**src/pkg/tcc_pkg.sv**
```systemverilog
// Package: registers, fields and state types of the timer capture/compare block
// Function
// - Modulo match sets overflow flag, restarts count
// - Upper modulo write blocks overflow flag till lower
// - Reset sets modulo value to all ones
// - Capture edge or compare match sets flag
// - Flag clears by read then write zero
// - Interrupt requested while enable and flag set; overflow interrupt also masked from upper till lower modulo write
// - Channel 0 buffering disables channel 1
// - Mode bit A picks compare or capture
// - Edge field 00 presets output from bit A
// - Capture edge from edge/level code
// - Compare action toggle, low or high
// - Preset level reaches pin once enabled
// - Toggle on overflow for compare channels
// - Overflow action beats same-cycle compare action
// - Max duty forces 100% when toggle on overflow is also set, from next period
// - Value register holds capture or compare value
// - Upper value read blocks captures till lower read
// - Upper value write blocks compares till lower write
// - Reset clears all channel control bits
// - Stop bit holds counter, inhibits capture
// - Counter reset bit clears counter, reads zero
`default_nettype none
package tcc_pkg;
    localparam logic [3:0] OFS_STATUS = 4'h0;
    localparam logic [3:0] OFS_CNT_H = 4'h1;
    localparam logic [3:0] OFS_CNT_L = 4'h2;
    localparam logic [3:0] OFS_MOD_H = 4'h3;
    localparam logic [3:0] OFS_MOD_L = 4'h4;
    localparam logic [3:0] OFS_CH0_CTL = 4'h5;
    localparam logic [3:0] OFS_CH0_H = 4'h6;
    localparam logic [3:0] OFS_CH0_L = 4'h7;
    localparam logic [3:0] OFS_CH1_CTL = 4'h8;
    localparam logic [3:0] OFS_CH1_H = 4'h9;
    localparam logic [3:0] OFS_CH1_L = 4'ha;
    // Status register bit positions
    localparam int unsigned ST_OVF = 7;
    localparam int unsigned ST_OVIE = 6;
    localparam int unsigned ST_STOP = 5;
    localparam int unsigned ST_CRST = 4;
    // Channel control bit positions; edge/level field at [3:2]
    localparam int unsigned CC_FLAG = 7;
    localparam int unsigned CC_IE = 6;
    localparam int unsigned CC_MSB = 5;
    localparam int unsigned CC_MSA = 4;
    localparam int unsigned CC_ELS = 2;
    localparam int unsigned CC_TOV = 1;
    localparam int unsigned CC_MAX = 0;
    localparam logic [15:0] MOD_RESET = 16'hffff;
    localparam logic STOP_RESET = 1'b1;
    localparam logic [1:0] ELS_OFF = 2'h0;
    localparam logic [1:0] ELS_A = 2'h1;
    localparam logic [1:0] ELS_B = 2'h2;

    typedef struct packed {
        logic flag;
        logic ie;
        logic msb;
        logic msa;
        logic [1:0] els;
        logic tov;
        logic max;
        logic armed;
        logic hold;
        logic outl;
        logic maxe;
        logic prev;
        logic [15:0] val;
    } tcc_ch_s;

    typedef struct packed {
        logic [15:0] cnt;
        logic [15:0] modv;
        logic minh;
        logic stop;
        logic ovf;
        logic ovie;
        logic ovarm;
        logic act;
        logic lastw;
        tcc_ch_s [1:0] ch;
        logic [7:0] rdata;
        logic [1:0] irq;
        logic ovirq;
        logic [1:0] pout;
        logic [1:0] poe;
    } tcc_state_s;
endpackage : tcc_pkg
`default_nettype wire

```
**src/core/tcc_top.sv**
```systemverilog
// Two-channel capture/compare/PWM block with modulo counter and byte registers
`default_nettype none
module tcc_top
    import tcc_pkg::*;
(
    input wire logic clk,
    input wire logic resetn,
    input wire logic tick,
    input wire logic [3:0] addr,
    input wire logic [7:0] wdata,
    input wire logic wr,
    input wire logic rd,
    output logic [7:0] rdata,
    input wire logic [1:0] pin_in,
    output logic [1:0] pin_out,
    output logic [1:0] pin_oe,
    output logic [1:0] ch_irq,
    output logic ovf_irq
);
    tcc_state_s r;
    tcc_state_s next_r;

    // Channel control byte as software sees it
    function automatic logic [7:0] ctl_byte(input tcc_ch_s c);
        logic [7:0] b;
        b = 8'h00;
        b[CC_FLAG] = c.flag;
        b[CC_IE] = c.ie;
        b[CC_MSB] = c.msb;
        b[CC_MSA] = c.msa;
        b[CC_ELS +: 2] = c.els;
        b[CC_TOV] = c.tov;
        b[CC_MAX] = c.max;
        return b;
    endfunction

    logic wrap;
    logic cnt_rst;
    logic en;
    logic cap;
    logic cmp;
    logic edge_hit;
    logic match;
    logic ev;
    logic [1:0] evs;
    logic [15:0] cmpv;
    logic buf_on;
    logic [3:0] ctl_ofs;
    logic [3:0] hi_ofs;
    logic [3:0] lo_ofs;

    // Next-state logic: counter, channels, then bus accesses
    always_comb
    begin
        next_r = r;
        next_r.rdata = 8'h00;
        evs = 2'b00;
        en = 1'b0;
        cap = 1'b0;
        cmp = 1'b0;
        edge_hit = 1'b0;
        match = 1'b0;
        ev = 1'b0;
        cmpv = 16'h0000;
        ctl_ofs = OFS_CH0_CTL;
        hi_ofs = OFS_CH0_H;
        lo_ofs = OFS_CH0_L;
        buf_on = r.ch[0].msb;
        cnt_rst = wr && addr == OFS_STATUS && wdata[ST_CRST];
        wrap = tick && !r.stop && r.cnt == r.modv;
        // Counter holds while stopped; wraps to zero at modulo
        if (tick && !r.stop)
        begin
            if (wrap)
            begin
                next_r.cnt = 16'h0000;
            end
            else
            begin
                next_r.cnt = r.cnt + 16'h0001;
            end
        end
        if (cnt_rst)
        begin
            next_r.cnt = 16'h0000;
        end
        // Buffered compare swaps its active register only at period end
        if (wrap && buf_on)
        begin
            next_r.act = r.lastw;
        end
        for (int i = 0; i < 2; i++)
        begin
            // Channel 1 is idle while channel 0 runs buffered
            en = r.ch[i].els != ELS_OFF && !(i == 1 && buf_on);
            cmp = en && (r.ch[i].msa || (i == 0 && buf_on));
            cap = en && !cmp;
            edge_hit = 1'b0;
            unique case (r.ch[i].els)
                ELS_A: edge_hit = pin_in[i] && !r.ch[i].prev;
                ELS_B: edge_hit = !pin_in[i] && r.ch[i].prev;
                ELS_OFF: edge_hit = 1'b0;
                default: edge_hit = pin_in[i] != r.ch[i].prev;
            endcase
            cmpv = (i == 0 && buf_on) ? r.ch[r.act].val : r.ch[i].val;
            match = cmp && tick && !r.stop && r.cnt == cmpv && !r.ch[i].hold;
            ev = match;
            next_r.ch[i].prev = pin_in[i];
            // Captures are dropped while the counter is stopped or while a high-byte read still waits for its low-byte read
            if (cap && edge_hit && !r.stop && !r.ch[i].hold)
            begin
                next_r.ch[i].val = r.cnt;
                ev = 1'b1;
            end
            if (!en)
            begin
                next_r.ch[i].outl = !r.ch[i].msa;
            end
            else if (cmp && wrap && r.ch[i].tov)
            begin
                // Overflow wins over a same-cycle match
                next_r.ch[i].outl = r.ch[i].maxe ? 1'b1 : !r.ch[i].outl;
            end
            else if (match && !(r.ch[i].tov && r.ch[i].maxe))
            begin
                unique case (r.ch[i].els)
                    ELS_A: next_r.ch[i].outl = !r.ch[i].outl;
                    ELS_B: next_r.ch[i].outl = 1'b0;
                    default: next_r.ch[i].outl = 1'b1;
                endcase
            end
            // Max duty is sampled at period boundaries to avoid runt pulses
            if (wrap)
            begin
                next_r.ch[i].maxe = r.ch[i].max;
            end
            next_r.ch[i].val = next_r.ch[i].val;
            evs[i] = ev;
        end
        // Bus reads, with the side effects of arming and byte holds
        if (rd)
        begin
            unique case (addr)
                OFS_STATUS:
                begin
                    next_r.rdata[ST_OVF] = r.ovf;
                    next_r.rdata[ST_OVIE] = r.ovie;
                    next_r.rdata[ST_STOP] = r.stop; // reset bit reads zero
                    next_r.ovarm = r.ovf;
                end
                OFS_CNT_H: next_r.rdata = r.cnt[15:8];
                OFS_CNT_L: next_r.rdata = r.cnt[7:0];
                OFS_MOD_H: next_r.rdata = r.modv[15:8];
                OFS_MOD_L: next_r.rdata = r.modv[7:0];
                default: next_r.rdata = 8'h00;
            endcase
        end
        for (int i = 0; i < 2; i++)
        begin
            ctl_ofs = (i == 0) ? OFS_CH0_CTL : OFS_CH1_CTL;
            hi_ofs = (i == 0) ? OFS_CH0_H : OFS_CH1_H;
            lo_ofs = (i == 0) ? OFS_CH0_L : OFS_CH1_L;
            cap = r.ch[i].els != ELS_OFF && !r.ch[i].msa && !r.ch[i].msb;
            if (rd && addr == ctl_ofs)
            begin
                next_r.rdata = ctl_byte(r.ch[i]);
                next_r.ch[i].armed = r.ch[i].flag;
            end
            if (rd && addr == hi_ofs)
            begin
                next_r.rdata = r.ch[i].val[15:8];
                next_r.ch[i].hold = r.ch[i].hold || cap;
            end
            if (rd && addr == lo_ofs)
            begin
                next_r.rdata = r.ch[i].val[7:0];
                if (cap)
                begin
                    next_r.ch[i].hold = 1'b0;
                end
            end
            if (wr && addr == hi_ofs)
            begin
                next_r.ch[i].val[15:8] = wdata;
                next_r.ch[i].hold = !cap;
            end
            if (wr && addr == lo_ofs)
            begin
                next_r.ch[i].val[7:0] = wdata;
                next_r.ch[i].hold = 1'b0;
                next_r.lastw = i[0];
            end
            // Channel 1 control ignores writes while buffering is on
            if (wr && addr == ctl_ofs && !(i == 1 && buf_on))
            begin
                next_r.ch[i].ie = wdata[CC_IE];
                next_r.ch[i].msb = (i == 0) ? wdata[CC_MSB] : 1'b0;
                next_r.ch[i].msa = wdata[CC_MSA];
                next_r.ch[i].els = wdata[CC_ELS +: 2];
                next_r.ch[i].tov = wdata[CC_TOV];
                next_r.ch[i].max = wdata[CC_MAX];
                next_r.ch[i].armed = 1'b0;
                if (!wdata[CC_FLAG] && r.ch[i].armed)
                begin
                    next_r.ch[i].flag = 1'b0;
                end
            end
            // A new event beats a same-cycle clear and disarms it
            if (evs[i])
            begin
                next_r.ch[i].flag = 1'b1;
                next_r.ch[i].armed = 1'b0;
            end
            next_r.irq[i] = next_r.ch[i].flag && next_r.ch[i].ie;
            next_r.poe[i] = r.ch[i].els != ELS_OFF && !(i == 1 && buf_on);
            next_r.pout[i] = next_r.ch[i].outl;
        end
        // Status and modulo writes
        if (wr && addr == OFS_STATUS)
        begin
            next_r.ovie = wdata[ST_OVIE];
            next_r.stop = wdata[ST_STOP];
            next_r.ovarm = 1'b0;
            if (!wdata[ST_OVF] && r.ovarm)
            begin
                next_r.ovf = 1'b0;
            end
        end
        if (wr && addr == OFS_MOD_H)
        begin
            next_r.modv[15:8] = wdata;
            next_r.minh = 1'b1;
        end
        if (wr && addr == OFS_MOD_L)
        begin
            next_r.modv[7:0] = wdata;
            next_r.minh = 1'b0;
        end
        if (wrap && !r.minh)
        begin
            next_r.ovf = 1'b1;
            next_r.ovarm = 1'b0;
        end
        next_r.ovirq = next_r.ovf && next_r.ovie && !next_r.minh;
    end

    // State register; value registers get a plain zero although undefined
    always_ff @(posedge clk or negedge resetn)
    begin
        if (!resetn)
        begin
            r <= '0;
            r.modv <= MOD_RESET;
            r.stop <= STOP_RESET;
        end
        else
        begin
            r <= next_r;
        end
    end

    assign rdata = r.rdata;
    assign pin_out = r.pout;
    assign pin_oe = r.poe;
    assign ch_irq = r.irq;
    assign ovf_irq = r.ovirq;
endmodule // tcc_top
`default_nettype wire

```
**config.mk**
```make
export PLATFORM = sky130hd
export DESIGN_NAME = tcc_top
export DESIGN_NICKNAME = d
export VERILOG_FILES = /design/src/pkg/tcc_pkg.sv /design/src/core/tcc_top.sv
export SDC_FILE = /design/constraint.sdc
export NUM_CORES = 1
export LEC_CHECK = 0
export ABC_AREA = 1
export BUFFER_PORTS_ARGS = -buffer_cell sky130_fd_sc_hd__buf_2
export CAP_MARGIN = 25
export CORE_MARGIN = 2
export CORE_UTILIZATION = 40
export DETAILED_ROUTE_END_ITERATION = 8
export PLACE_DENSITY = 0.54
export SYNTH_ARGS = -nofsm -noshare
export SYNTH_HDL_FRONTEND = slang
export SYNTH_SLANG_ARGS = --single-unit
```
**constraint.sdc**
```tcl
create_clock -name clk -period 4.1 [get_ports clk]
set_input_delay 0 -clock clk [delete_from_list [all_inputs] [get_ports clk]]
set_output_delay 0 -clock clk [all_outputs]
set_load 0.02 [all_outputs]
```
==> results.md <==
- Most numerous cell on the critical path: nand2_1
- Gpl congestion: 0.9779
- Largest net degree at the start of global routing: 60
- Die Area: 0.01836 mm2
- Setup_tns: 0 ns
- HP Class: in2reg
- CTS resizes: 0
- Post-DRT Antenna Nets: 0
- Worst vdd ir: 261.2 uV
- Core area: ~0.017 mm2
- WS Path Type: reg2reg
- Outcome: complete, no violations
- Ant. Diodes: 0
- CP cell instances: nand2_2 > o21ai_1 > nand2_1 > nand2_1 > nand3_1 > nor2_1 > nand3_1 > o21ai_1 > nand2_1 > nand2_1
- First-pass GRT wire length: 38.62 mm
- Via/cell ratio: 5.482
- Initial antenna violation count: 0
- Hpwl dp: ~20 mm
- Worst reg-to-reg path cell count: 10
- Iter 0 DRT Violations: about 670
- Top sig layer: met4
- Initial Utilization: about 40%
- CP max stage cell: dfrtp_1
- Sequential share of the synthesized area: 39.74%
- Filler cells: approximately 1800
- Total wire length: between 20 and 30 mm
- # rows: 48
- Cells after Synth: just under 1000
- GRT Util Overall: between 20 and 30%
- CTS root buf: clkbuf_16
- Met1 WL: around 11 mm
- Clk_lat worst skew: around 0.36 ns
- Post-synth top area share: 33.29%
- Critical Path RT: around 4.4 ns
- Vias: ~6600
- R2r setup slk: about 1.6 ns
- Post-route DRC: 0
- Max clock buf depth: 2
- CTS clock-pin slew for the worst setup and hold paths: around 0.080 ns
- Layout area overhead: 7.923%
- Most common cell in the synthesized netlist: nand2_1
- Total grt overflow: 0
- Crit path launch type: register
- Nets: around 1000
- CP max FO: 23
- Largest stage delay on the critical path: about 0.76 ns
- Die Y-Extent: 135.5 um
- Detailed route wirelength on metal3: approximately 1.9 mm
- WP data arrival: around 2.8 ns
- Power Density: around 580 mW/mm2
- Rel. slew slack: 43.37%
- Count of buffer and inverter cells on the critical path: 0
- Worst Hold Depth: 3
- FFs w/ async S/R, synth: 100.0%
- Leading area contributor after synthesis: dfrtp_1
- Worst Clk Skew: approximately 0.0076 ns
- CTS Hold Bufs: 8
- Most instantiated cells after synthesis: nand2_1, nor2_1, dfrtp_1
- Synth Register Bits: between 100 and 150
- Max cap viols: 0
- Post-Syn Nets: ~990
- Max-slew violations: 0
- CP delay by family, top: simple AND/OR/NAND/NOR gates
- Launching point of the worst reg2reg path: buf_on
- Fmax achieved: 0.3944 GHz
- Worst R2R End: pin_out[0]
- Die W: 135.5 um
- Hold slack: 0.01662 ns
- I/O pin cnt: 34
- Avg Cell Area, Syn: just over 7 um2
- Setup repair bufs after CTS: 0
- RSZ-0062 raised after global routing: no
- Least-Margin Pin Slew: between 0.8 and 0.9 ns
- Port bufs: 33
- Synth Flop Type: dfrtp_1
- Final core occ: about 44%
- Crit. End Element: register
- Cell variety after synth: 49
- Wirelength per Cell: around 21 um
- CTS tree: yes
- EDFF count, synth: 0
- TritonRoute pass-1 iters: 5
- Static Leak: between 3 and 4 nW
- Fin crit period: between 2 and 3 ns
- Final Hold Vio Count: 0
- Origin of the worst min-delay path: wdata[4]
- Vias in the first global route: ~6300
- Min-Delay Endpoint: r[40]
- Num CTS Buffers: 9
- Area contributors post-synth: dfrtp_1, nand2_1, dfstp_2
- Met2 WL: about 11 mm
- Tcrit/Tclk final: 61.84%
- Clock sink count: between 100 and 150
- Yosys warnings: 0
- Final Power: 4.350 mW
- Mapped Area: about 0.007 mm2
- Layout cells sized above 1: 13.50%
- Setup violators final: 0
- H-tree lvl count: 3
-- metrics by stage --
step	setup WS [ns]	instance area, um2	cells
global route	1.356	7465	1210
finish	1.564	7465	1210
detailed placement	1.650	7106	1186
floorplan	2.586	6917	968
global placement	1.669	7106	1186
CTS	1.627	7465	1210
-- kinds of logic (layout without fill, tap and decap cells) --
| logic type | after synthesis | after routing | share of synthesized area (%) |
|---|---|---|---|
| simple gates | 523 | 523 | 32.92 |
| compound gates | 161 | 161 | 14.09 |
| buf+inv | 151 | 168 | 9.895 |
| flops | 109 | 109 | 39.74 |
| xor+xnor | 18 | 18 | 2.279 |
| fa+ha+maj | 5 | 5 | 0.9045 |
| mux | 1 | 1 | 0.1628 |
-- final cells by class --
class,count,area [um2],share of cell area (%)
Clock inverter,4,21.27,0.2849
Multi-Input combinational cell,708,3483,46.66
Sequential cell,109,2749,36.83
Clock buffer,12,257.7,3.453
Timing Repair Buffer,43,262.8,3.520
Tap cell,225,281.5,3.771
Inverter,109,409.1,5.481
-- per-layer routing --
layer	track usage (%)	vias up
met5	0	-
met4	10.42	0
met3	4.227	49
met2	45.46	294
met1	40.53	3132
li1	-	3158
-- worst reg2reg max path, cell delays in order, from the launching register on --
cell	delay, ns
dfrtp_1	0.76
nand2_2	0.49
o21ai_1	0.26
nand2_1	0.06
nand2_1	0.11
nand3_1	0.09
nor2_1	0.27
nand3_1	0.16
o21ai_1	0.16
nand2_1	0.06
nand2_1	0.05
-- layout by cell type (no fill, tap or decap), types with 13 or more instances in the layout --
cell type and instances:
o22ai_1 13, inv_1 84, a21oi_1 20, dfrtp_1 92, o21ai_0 58, nand4_1 18
nand2_1 301, dfstp_2 17, a31oi_1 13, nor2_1 96, o211ai_1 19, buf_2 32
o21ai_1 18, inv_2 24, nand3_1 55
-- sequential cells by signal, summed over array words and instances, names as in the netlist --
signal,flops
ch_irq,2
buf_on,1
rdata,8
ovf_irq,1
cmpv,16
pin_oe,2
pin_out,1
r,78
-- how the worst max path moves through the flow --
stage | depth (start not counted) | slack [ns] | to | startpoint
CTS | 10 | 1.63 | pin_out[0] | buf_on
floorplan | 10 | 2.59 | r[111] | r[83]
finish | 10 | 1.56 | pin_out[0] | buf_on
global placement | 12 | 1.67 | pin_out[0] | buf_on
global route | 10 | 1.36 | pin_out[0] | buf_on
detailed placement | 10 | 1.65 | pin_out[0] | buf_on
-- power breakdown --
group / switching (mW) / leakage (nW) / internal [mW]
logic: 1.01 / 2.07 / 0.549
clock network: 0.417 / 0.142 / 0.448
registers: 0.489 / 1.33 / 1.43
(Power assumes the default switching activity.)
